## src/verilog/sew_pkg.sv

```systemverilog
// Shared constants and types of the serial EEPROM write front end.
// Assumes a 50 MHz system clock and a page latch of 128 bytes.
package sew_pkg;

    localparam int CLK_HZ = 50000000;
    // Longest self-timed programming time, in milliseconds.
    localparam int PROG_TIME_MS = 5;
    // Longest time rounds down to whole cycles.
    localparam int PROG_CYCLES = (CLK_HZ / 1000) * PROG_TIME_MS;
    localparam int TIMER_W = 18;

    localparam int PAGE_AW = 7;
    localparam int PAGE_BYTES = 128;
    localparam int ADDR_W = 16;

    localparam logic [3:0] DEV_TYPE = 4'ha;
    localparam logic [3:0] BITS_PER_WORD = 4'h8;
    localparam logic [3:0] ACK_CLOCK = 4'h9;
    localparam int SYNC_W = 6;

    typedef enum logic [6:0] {
        ST_IDLE = 7'h01,
        ST_DEV = 7'h02,
        ST_WHI = 7'h04,
        ST_WLO = 7'h08,
        ST_DATA = 7'h10,
        ST_SKIP = 7'h20,
        ST_PROG = 7'h40
    } sew_state_t;

    typedef struct packed {
        logic scl;
        logic sda;
        logic write_control_pin;
        logic [2:0] chip_select;
    } sew_pins_t;

    typedef struct packed {
        logic en;
        logic [ADDR_W-1:0] addr;
    } sew_wr_t;

endpackage

```

## src/verilog/sew_slave.sv

```systemverilog
// Two-wire bus write slave of a 64K x 8 EEPROM: framing, addressing,
// page latch and a self-timed commit to the array write port.
// Assumes open-drain pins resolved outside and an array that takes one
// byte per asserted write enable.
`timescale 1ns/1ps
module sew_slave
    import sew_pkg::*;
#(
    parameter int PROG_CYCLES_P = PROG_CYCLES
) (
    // Clock and reset
    input wire logic clock,
    input wire logic rst,
    // Two-wire bus
    input wire logic scl_in,
    input wire logic sda_in,
    output logic sda_out,
    output logic sda_oe,
    // Straps
    input wire logic write_control_pin,
    input wire logic chip_select_bit0,
    input wire logic chip_select_bit1,
    input wire logic chip_select_bit2,
    // Array write port
    output logic array_wr_en,
    output logic [ADDR_W-1:0] array_wr_addr,
    output logic [7:0] array_wr_data,
    // Status
    output logic busy,
    output logic standby,
    output logic [ADDR_W-1:0] word_address_bits
);

    typedef struct packed {
        sew_state_t st;
        logic scl_p;
        logic sda_p;
        logic [3:0] cnt;
        logic [7:0] shift;
        logic ack;
        logic has_data;
        logic [ADDR_W-1:0] addr;
        logic [PAGE_BYTES-1:0] valid;
        logic [TIMER_W-1:0] timer;
        logic [PAGE_AW:0] cidx;
        sew_wr_t wr;
    } sew_slave_state_t;

    sew_slave_state_t s_q;
    sew_slave_state_t s_d;
    sew_pins_t pin_async;
    sew_pins_t pin;
    logic scl_rise;
    logic scl_fall;
    logic start_seen;
    logic stop_seen;
    logic dev_match;
    logic pl_we;
    logic [PAGE_AW-1:0] pl_waddr;
    logic [PAGE_AW-1:0] pl_raddr;
    logic [7:0] pl_rdata;

    assign pin_async.scl = scl_in;
    assign pin_async.sda = sda_in;
    assign pin_async.write_control_pin = write_control_pin;
    assign pin_async.chip_select = {chip_select_bit2, chip_select_bit1, chip_select_bit0};

    sew_sync #(
        .WIDTH(SYNC_W)
    ) u_sync (
        .clock(clock),
        .rst(rst),
        .async_in(pin_async),
        .sync_out(pin)
    );

    sew_page_mem u_page (
        .clock(clock),
        .rst(rst),
        .we(pl_we),
        .waddr(pl_waddr),
        .wdata(s_q.shift),
        .raddr(pl_raddr),
        .rdata_q(pl_rdata)
    );

    // Bus clock edges and framing events, seen on synchronised levels.
    assign scl_rise = pin.scl & ~s_q.scl_p;
    assign scl_fall = ~pin.scl & s_q.scl_p;
    assign start_seen = pin.scl & s_q.scl_p & s_q.sda_p & ~pin.sda;
    assign stop_seen = pin.scl & s_q.scl_p & ~s_q.sda_p & pin.sda;
    assign dev_match = (s_q.shift[7:4] == DEV_TYPE)
        && (s_q.shift[3:1] == pin.chip_select);

    always_comb begin
        s_d = s_q;
        s_d.scl_p = pin.scl;
        s_d.sda_p = pin.sda;
        s_d.wr.en = 1'b0;
        pl_we = 1'b0;
        pl_waddr = s_q.addr[PAGE_AW-1:0];
        pl_raddr = s_q.cidx[PAGE_AW-1:0];
        if (s_q.st == ST_PROG) begin
            // Bus is ignored here, so polls go unanswered until done.
            if (!s_q.cidx[PAGE_AW]) begin
                // Latched bytes stream out one per cycle behind the read.
                s_d.wr.en = s_q.valid[s_q.cidx[PAGE_AW-1:0]];
                s_d.wr.addr = {s_q.addr[ADDR_W-1:PAGE_AW], s_q.cidx[PAGE_AW-1:0]};
                s_d.cidx = s_q.cidx + 8'h01;
            end
            if (s_q.timer == TIMER_W'(PROG_CYCLES_P - 1)) begin
                s_d.st = ST_IDLE;
            end else begin
                s_d.timer = s_q.timer + 18'h00001;
            end
        end else if (start_seen) begin
            // Any start outside a write cycle restarts framing, which also serves recovery.
            s_d.st = ST_DEV;
            s_d.cnt = 4'h0;
            s_d.ack = 1'b0;
        end else if (stop_seen) begin
            s_d.ack = 1'b0;
            s_d.cnt = 4'h0;
            if (s_q.st == ST_DATA && s_q.has_data && !pin.write_control_pin) begin
                s_d.st = ST_PROG;
                s_d.timer = '0;
                s_d.cidx = '0;
            end else begin
                s_d.st = ST_IDLE;
            end
        end else if (s_q.st != ST_IDLE) begin
            if (scl_rise) begin
                if (s_q.cnt < BITS_PER_WORD) begin
                    s_d.shift = {s_q.shift[6:0], pin.sda};
                end
                if (s_q.cnt != ACK_CLOCK) begin
                    s_d.cnt = s_q.cnt + 4'h1;
                end
            end
            if (scl_fall && s_q.cnt == ACK_CLOCK) begin
                s_d.ack = 1'b0;
                s_d.cnt = 4'h0;
            end
            if (scl_fall && s_q.cnt == BITS_PER_WORD) begin
                unique case (s_q.st)
                    ST_DEV: begin
                        if (!dev_match) begin
                            s_d.st = ST_IDLE;
                        end else if (s_q.shift[0]) begin
                            s_d.ack = 1'b1;
                            s_d.st = ST_SKIP;
                        end else begin
                            s_d.ack = 1'b1;
                            s_d.st = ST_WHI;
                            s_d.valid = '0;
                            s_d.has_data = 1'b0;
                        end
                    end
                    ST_WHI: begin
                        s_d.addr[15:8] = s_q.shift;
                        s_d.ack = 1'b1;
                        s_d.st = ST_WLO;
                    end
                    ST_WLO: begin
                        s_d.addr[7:0] = s_q.shift;
                        s_d.ack = 1'b1;
                        s_d.st = ST_DATA;
                    end
                    ST_DATA: begin
                        // Later bytes to the same slot overwrite earlier ones.
                        pl_we = 1'b1;
                        s_d.valid[s_q.addr[PAGE_AW-1:0]] = 1'b1;
                        s_d.has_data = 1'b1;
                        s_d.addr[PAGE_AW-1:0] = s_q.addr[PAGE_AW-1:0] + 7'h01;
                        s_d.ack = 1'b1;
                    end
                    ST_SKIP: begin
                        s_d.st = ST_SKIP;
                    end
                    default: begin
                        s_d.st = ST_IDLE;
                    end
                endcase
            end
        end
    end

    always_ff @(posedge clock or posedge rst) begin
        if (rst) begin
            s_q.st <= ST_IDLE;
            s_q.scl_p <= 1'b1;
            s_q.sda_p <= 1'b1;
            s_q.cnt <= 4'h0;
            s_q.shift <= 8'h00;
            s_q.ack <= 1'b0;
            s_q.has_data <= 1'b0;
            s_q.addr <= 16'h0000;
            s_q.valid <= '0;
            s_q.timer <= '0;
            s_q.cidx <= '0;
            s_q.wr <= '0;
        end else begin
            s_q <= s_d;
        end
    end

    assign sda_out = 1'b0;
    assign sda_oe = s_q.ack;
    assign array_wr_en = s_q.wr.en;
    assign array_wr_addr = s_q.wr.addr;
    assign array_wr_data = pl_rdata;
    assign busy = (s_q.st == ST_PROG);
    assign standby = (s_q.st == ST_IDLE);
    assign word_address_bits = s_q.addr;

endmodule

```

## src/verilog/sew_sync.sv

```systemverilog
// Two-flop synchroniser for a vector of asynchronous pin levels.
// Assumes each bit is an independent level; no bus coherence is given.
`timescale 1ns/1ps
module sew_sync #(
    parameter int WIDTH = 1
) (
    // Clock and reset
    input wire logic clock,
    input wire logic rst,
    // Levels
    input wire logic [WIDTH-1:0] async_in,
    output logic [WIDTH-1:0] sync_out
);

    typedef struct packed {
        logic [WIDTH-1:0] s1;
        logic [WIDTH-1:0] s2;
    } sew_sync_state_t;

    sew_sync_state_t s_q;
    sew_sync_state_t s_d;

    always_comb begin
        s_d.s1 = async_in;
        s_d.s2 = s_q.s1;
    end

    always_ff @(posedge clock or posedge rst) begin
        if (rst) begin
            // Reset to the idle bus level, so no false edge follows reset.
            s_q <= '1;
        end else begin
            s_q <= s_d;
        end
    end

    assign sync_out = s_q.s2;

endmodule

```

## src/verilog/sew_page_mem.sv

```systemverilog
// Page latch: 128 bytes, one write port and one read port with registered data.
// Assumes the caller never reads and writes the same byte in one cycle.
`timescale 1ns/1ps
module sew_page_mem
    import sew_pkg::*;
(
    // Clock and reset
    input wire logic clock,
    input wire logic rst,
    // Write port
    input wire logic we,
    input wire logic [PAGE_AW-1:0] waddr,
    input wire logic [7:0] wdata,
    // Read port
    input wire logic [PAGE_AW-1:0] raddr,
    output logic [7:0] rdata_q
);

    logic [7:0] mem [PAGE_BYTES];

    always_ff @(posedge clock) begin
        if (we) begin
            mem[waddr] <= wdata;
        end
    end

    always_ff @(posedge clock or posedge rst) begin
        if (rst) begin
            rdata_q <= 8'h00;
        end else begin
            rdata_q <= mem[raddr];
        end
    end

endmodule

```

## config.mk

```make
export PLATFORM = sky130hd
export DESIGN_NAME = sew_slave
export DESIGN_NICKNAME = d
export VERILOG_FILES = /design/src/verilog/sew_pkg.sv /design/src/verilog/sew_slave.sv /design/src/verilog/sew_sync.sv /design/src/verilog/sew_page_mem.sv
export SDC_FILE = /design/constraint.sdc
export NUM_CORES = 1
export LEC_CHECK = 0
export ABC_AREA = 1
export BUFFER_PORTS_ARGS = -buffer_cell sky130_fd_sc_hd__buf_2
export CORE_ASPECT_RATIO = 1.5
export CORE_MARGIN = 8
export CORE_UTILIZATION = 35
export DETAILED_ROUTE_END_ITERATION = 10
export HOLD_SLACK_MARGIN = 0.12
export PLACE_DENSITY = 0.56
export SYNTH_ARGS = -nofsm -noshare
export SYNTH_HDL_FRONTEND = slang
export SYNTH_HIERARCHICAL = 1
export SYNTH_SLANG_ARGS = --single-unit
```

## constraint.sdc

```tcl
create_clock -name clock -period 12.9 [get_ports clock]
set_clock_uncertainty 0.15 [all_clocks]
set_input_delay 2.58 -clock clock [delete_from_list [all_inputs] [get_ports clock]]
set_output_delay 2.58 -clock clock [all_outputs]
set_load 0.02 [all_outputs]
```

==> flow_summary.yaml, run 1 <==
synthesis:
  synthTopCellsByCount: "1,903 x nand2_1, 1,067 x nand3_1, 1,024 x edfxtp_1"
  synth_cell_types: 42
  yosysMostFrequentCell: "nand2_1"
  yosys-top-cells-area: "edfxtp_1 56%, nand2_1 13%, dfrtp_1 9.8%"
  seq_area_frac_synth_pct: 66.4
  ys.warnings.count: 6
  ys_seq_elements: 1254
  synth_top_area_cell: "edfxtp_1"
  avgSynthCellArea_um2: 10.3
  syn-num-nets: 5345
  async_flop_share_pct: 18.3
  synth_edf_count: 1024
  synthesis.area_mm2: 0.0550
  synth-main-ff-cell: "edfxtp_1"
  syn_inst: 5331
  yosysTopAreaCellShare_pct: 55.9
route:
  firstDrtPassIters: 6
  vias: 38000
  drtAntennaViolNets: 0
  wl_per_cell_um: 21.0
  initialDrtViolationCount: 2964
  routed_wl_mm: 155
  drc: 0
  vias_per_cell: 5.16
timing:
  finalSetupViolations: 0
  rsz0062_at_grt: "false"
  post-route-min-period_ns: 5.01
  tightest_slew_ns: 1.19
  relSlewSlack_pct: 20.4
  timing.final.crit_share_pct: 38.8
  fin_ws_ns: 7.89
  fmax_mhz: 200
  drv_slew: 0
  hold_viol: 0
  tns_ns: 0
worst_setup_path:
  critPathArrivalTime_ns: 5.53
  path_class: "flip-flop to flip-flop"
  cp_top_family: "buffers and inverters"
  end_kind: "flip-flop"
  worst-path-buf-inv: 3
  r2r_cells: 13
  critPathSlowestCell: "dfrtp_4"
  worstPathCellList: "buf_12, buf_4, buf_12, nand2_1, nand3_1, nand3_1, nand3_1, nand2_1, nand2_1, nand3_1, nand2_1, nand2_1, nand2_1"
  rr_endpoint: "u_page/rdata_q[0]$_DFF_PP0_"
  r2r_slack_ns: 7.89
  regToRegStartpoint: "pl_raddr[0]$_DFFE_PP0P_"
  critical_path.most_common_cell: "nand2_1"
  worst-path-max-fanout: 254
  worst_ep_required_time_ns: 13.42
  worstSetupStartpointType: "flip-flop"
  max_stage_delay_ns: 0.93
grt:
  antenna_found_initial: 1
  grt_pass1_wl_mm: 234
  grt_max_degree: 255
  grt_pass1_vias: 37500
  grtUsageTotal_pct: 17.6
  grt-ovfl-total: 0
place:
  place_ws_ns: 7.84
  gp_congestion: 0.855
  port_buffers: 51
  hpwl_mm: 89.5
  placed_area_mm2: 0.0561
floorplanning:
  start_util_pct: 35.2
  die_h_um: 502
  chipWidth_um: 340
  core-area_mm2: 0.157
  die_area_mm2: 0.170
  pin_count: 53
  rows: 178
cells_and_area:
  finish.net_count: 5214
  syn2layout_area_growth_pct: 9.17
  fillers: 15400
  drive_gt1_share_pct: 7.51
  regArea_mm2: 0.0366
  multi_input_area_mm2: 0.0156
  final_cell_area_mm2: 0.0601
run:
  cap_violations: 0
cts:
  post_cts_buffers: 0
  cts_buffers: 117
  tritoncts: "yes"
  cts_root_buf: "clkbuf_16"
  cts-htree-levels: 3
  cts_resized: 0
  cts_hold_buf: 0
  insertion_delay_ns: 0.74
  cts.sinks: 1254
  clockBufferDepth: 3
  clk_pin_slew_ns: 0.07
power:
  cellLeakagePower_nw: 22.5
  p_per_area_mw_per_mm2: 212
  max-vdd-ir-drop_mv: 0.210
  power_mw: 12.7
worst_hold_path:
  hold_path.class: "flip-flop to flip-flop"
  min_path_cells: 0
  min_to: "u_sync/sync_out[5]$_DFF_PP1_"
  hp-start: "u_sync/s_d[5]$_DFF_PP1_"
run_status:
  status: "finished, final reports clean"
how the worst max path moves through the flow:
stage                                       start                      endpoint  depth (start not counted)
after floorplan                               rst  array_wr_addr[0]$_DFFE_PP0P_                          1
after global placement                        rst          s_q[162]$_DFFE_PP0P_                          4
after detailed placement                      rst          s_q[113]$_DFFE_PP0P_                          4
after CTS                 pl_raddr[0]$_DFFE_PP0P_   u_page/rdata_q[0]$_DFF_PP0_                         13
after global routing      pl_raddr[0]$_DFFE_PP0P_   u_page/rdata_q[0]$_DFF_PP0_                         13
final                     pl_raddr[0]$_DFFE_PP0P_   u_page/rdata_q[0]$_DFF_PP0_                         13
per-layer routing:
metal,up-vias,track usage [%],share of wire (%)
met3,267,2.15,5.2
li1,17900,-,-
met2,1152,31.3,51
met1,18800,21.7,40
met5,-,0,0
met4,0,7.25,3.9
layout make-up:
type | instances | area share, %
Multi-Input combinational cell | 3558 | 26.0
Sequential cell | 1254 | 60.9
Antenna cell | 1 | 0.00416
Clock buffer | 147 | 5.32
Tap cell | 2070 | 4.31
Inverter | 167 | 1.10
Timing Repair Buffer | 102 | 1.12
Clock inverter | 73 | 1.30
sequential cells by signal (all words and copies together), names as in the netlist:
register,cells
s_q,169
word_address_bits,16
u_sync/s_d,6
sda_oe,1
u_page/mem,1024
u_sync/sync_out,6
pl_raddr,7
array_wr_en,1
array_wr_addr,16
u_page/rdata_q,8
stage by stage:
step                utilization, %  std cells  hold WS (ns)
floorplan                        -       5331         0.195
global route                  38.4       7372         0.207
CTS                           38.4       7371         0.206
detailed placement            35.8       7151         0.197
global placement              35.8       7151         0.197
finish                        38.4       7372         0.206
layout by cell type (no fill, tap or decap), types with 2 or more instances in the layout:
master	n
a21oi_1	70
a31oi_1	5
buf_12	3
buf_2	51
buf_4	48
bufinv_16	15
clkbuf_1	20
clkbuf_16	122
clkbuf_8	5
clkinv_1	27
clkinv_2	22
clkinvlp_4	4
dfrtp_1	203
dfrtp_4	12
dfstp_2	15
edfxtp_1	1024
ha_1	6
inv_1	155
inv_2	4
inv_4	3
inv_6	3
inv_8	3
nand2_1	1900
nand2_2	6
nand3_1	1067
nand4_1	18
nand4_4	2
nor2_1	266
nor2_2	8
nor3_1	28
nor4_4	2
o211ai_1	2
o21ai_0	65
o21ai_1	12
o21ai_2	60
o22ai_1	9
o31ai_1	2
o32ai_1	2
or2_2	3
xor2_1	17
cells by family (layout without fill, tap and decap cells):
group / count (synthesis) / after routing / share of synthesized area [%]
other: 1 / 2 / 0.00681
buffers and inverters: 519 / 489 / 5.33
XOR/XNOR: 17 / 17 / 0.271
AO/OA/AOI/OAI: 229 / 229 / 2.57
adder cells (fa/ha/maj): 6 / 6 / 0.136
AND/OR/NAND/NOR: 3305 / 3305 / 25.3
flip-flops: 1254 / 1254 / 66.4
power by group:
group / leakage, nW / total [mW] / switching [mW] / internal, mW
Combinational: 8.14 / 4.02 / 3.09 / 0.938
Clock: 1.95 / 3.59 / 1.53 / 2.06
Sequential: 12.5 / 5.13 / 0.243 / 4.89
Total: 22.5 / 12.7 / 4.86 / 7.88
Note: power is estimated with default switching activity, not from simulation.
==> run 2: changes to the inputs <==
--- a/config.mk
+++ b/config.mk
@@ -12,7 +12,7 @@
 export CORE_UTILIZATION = 35
 export DETAILED_ROUTE_END_ITERATION = 10
 export HOLD_SLACK_MARGIN = 0.12
-export PLACE_DENSITY = 0.56
+export PLACE_DENSITY = 0.58
 export SYNTH_ARGS = -nofsm -noshare
 export SYNTH_HDL_FRONTEND = slang
 export SYNTH_HIERARCHICAL = 1
==> constraint.sdc (replaced) <==
create_clock -name clock -period 4.15 [get_ports clock]
set_clock_uncertainty 0.15 [all_clocks]
set_input_delay 0.83 -clock clock [delete_from_list [all_inputs] [get_ports clock]]
set_output_delay 0.83 -clock clock [all_outputs]
set_load 0.02 [all_outputs]
==> run 2 against run 1 <==
Compared with the run above: maximum frequency is 52% higher; count of clock-buffer cells in the layout grew 5; non-clock buffer count rose by 49; die area unchanged.
==> flow_summary.yaml, run 2 (same netlist as run 1, synthesis figures left out) <==
route:
  drc: 0
  firstDrtPassIters: 6
  vias_per_cell: 5.08
  vias: 37700
  initialDrtViolationCount: 3343
  routed_wl_mm: 151
  wl_per_cell_um: 20.3
  drtAntennaViolNets: 0
worst_setup_path:
  worstSetupStartpointType: "flip-flop"
  worst-path-max-fanout: 13
  critical_path.most_common_cell: "nor2_1"
  cp_top_family: "simple AND/OR/NAND/NOR gates"
  critPathArrivalTime_ns: 3.50
  worstPathCellList: "inv_1, ha_1, nand3_1, nor2_1, nand2_2, nor2_1, buf_4, nand2_1, buf_4, nor2_1"
  critPathSlowestCell: "nor2_1"
  path_class: "flip-flop to flip-flop"
  worst-path-buf-inv: 3
  max_stage_delay_ns: 0.67
  worst_ep_required_time_ns: 4.35
  end_kind: "flip-flop"
cells_and_area:
  top_register: "u_page/mem"
  layout.cells.non_filler: 7418
  fillers: 15200
  drive_gt1_share_pct: 8.17
  syn2layout_area_growth_pct: 10.1
  finish.net_count: 5261
  largest_registers: "u_page/mem x1024, s_q x169"
  layout_commonest_cell: "nand2_1"
  final_cell_mix: "1,903 x nand2_1, 1,067 x nand3_1, 1,024 x edfxtp_1"
  largest_reg_flops: 1024
  fin_util_pct: 38.7
grt:
  grtUsageTotal_pct: 17.2
  grt_pass1_vias: 37200
  grt_max_degree: 173
  grt_pass1_wl_mm: 229
  grt-ovfl-total: 0
  antenna_found_initial: 5
cts:
  clockBufferDepth: 3
  cts_root_buf: "clkbuf_16"
  cts-htree-levels: 3
  cts_resized: 0
  cts.sinks: 1254
  clk_pin_slew_ns: 0.07
  tritoncts: "yes"
  cts_hold_buf: 7
  cts_buffers: 115
  post_cts_buffers: 0
  insertion_delay_ns: 0.74
timing:
  fmax_mhz: 303
  timing.final.crit_share_pct: 79.6
  tightest_slew_ns: 1.32
  relSlewSlack_pct: 11.8
  post-route-min-period_ns: 3.30
  timing.hold.ws_ns: 0.196
  hold_viol: 0
  drv_slew: 0
  tns_ns: 0
  rsz0062_at_grt: "false"
  fin_ws_ns: 0.848
  finalSetupViolations: 0
power:
  power_frac_seq_pct: 39.6
  p_switching_mw: 15.0
  cellLeakagePower_nw: 22.8
  p_per_area_mw_per_mm2: 653
  max-vdd-ir-drop_mv: 0.443
  combinationalPowerShare_pct: 32.6
  netSwitchingFraction_pct: 37.8
  p_clk_share_pct: 27.8
  internal-power_mw: 24.6
floorplanning:
  die_h_um: 502
  pin_count: 53
  rows: 178
  start_util_pct: 35.2
  chipWidth_um: 340
  core-area_mm2: 0.157
  die_area_mm2: 0.170
place:
  gp_congestion: 0.883
  hpwl_mm: 90.5
  port_buffers: 51
  placed_cells: 7193
  place_ws_ns: 0.823
run:
  cap_violations: 0
worst_hold_path:
  hold_path.class: "flip-flop to flip-flop"
run_status:
  status: "finished, final reports clean"
[run 2: layout make-up]
class	instances	area, um2	area share, %
Sequential cell	1254	36600	60.4
Clock buffer	152	3220	5.31
Tap cell	2070	2590	4.27
Timing Repair Buffer	151	1250	2.06
Clock inverter	64	717	1.18
Inverter	167	657	1.08
Antenna cell	2	5.00	0.00826
Multi-Input combinational cell	3558	15600	25.7
[run 2: power groups by stage]
stage	Sequential [mW]	Combinational, mW	Clock [mW]
floorplan	16.4	7.96	0
global placement	15.9	12.9	0
detailed placement	15.9	13.0	0
CTS	15.7	13.0	11.2
global route	15.7	14.0	11.7
finish	15.7	12.9	11.0
[run 2: layer usage]
layer | part of all wire (%) | GRT usage (%)
met5 | 0.0086 | 0
met4 | 4.5 | 7.95
met3 | 5.1 | 2.48
met2 | 51 | 31.1
met1 | 39 | 20.2
[run 2: final timing paths]
kind / startpoint / slack, ns / cells past startpoint / to
min: u_sync/s_d[2]$_DFF_PP1_ / 0.20 / 0 / u_sync/sync_out[2]$_DFF_PP1_
max in group asynchronous: rst / 2.37 / 4 / s_q[156]$_DFFE_PP0P_
min reg2reg: u_sync/s_d[2]$_DFF_PP1_ / 0.20 / 0 / u_sync/sync_out[2]$_DFF_PP1_
min in group asynchronous: rst / 0.61 / 3 / u_page/rdata_q[5]$_DFF_PP0_
max: s_q[197]$_DFFE_PP0P_ / 0.85 / 10 / u_page/mem[34][2]$_DFFE_PP_
max reg2reg: s_q[197]$_DFFE_PP0P_ / 0.85 / 10 / u_page/mem[34][2]$_DFFE_PP_
[run 2: per-stage QoR]
step                      total power, mW  area, um2
final                                39.6      60600
after global routing                 41.4      60600
after CTS                            39.9      60600
after detailed placement             28.9      56600
after global placement               28.8      56600
after floorplan                      24.3      55000
[run 2: worst register-to-register path, cell delays in order (launching register included)]
cell and delay [ns]:
dfrtp_1 0.41, inv_1 0.13, ha_1 0.16, nand3_1 0.07, nor2_1 0.27, nand2_2 0.13
nor2_1 0.30, buf_4 0.26, nand2_1 0.07, buf_4 0.29, nor2_1 0.69
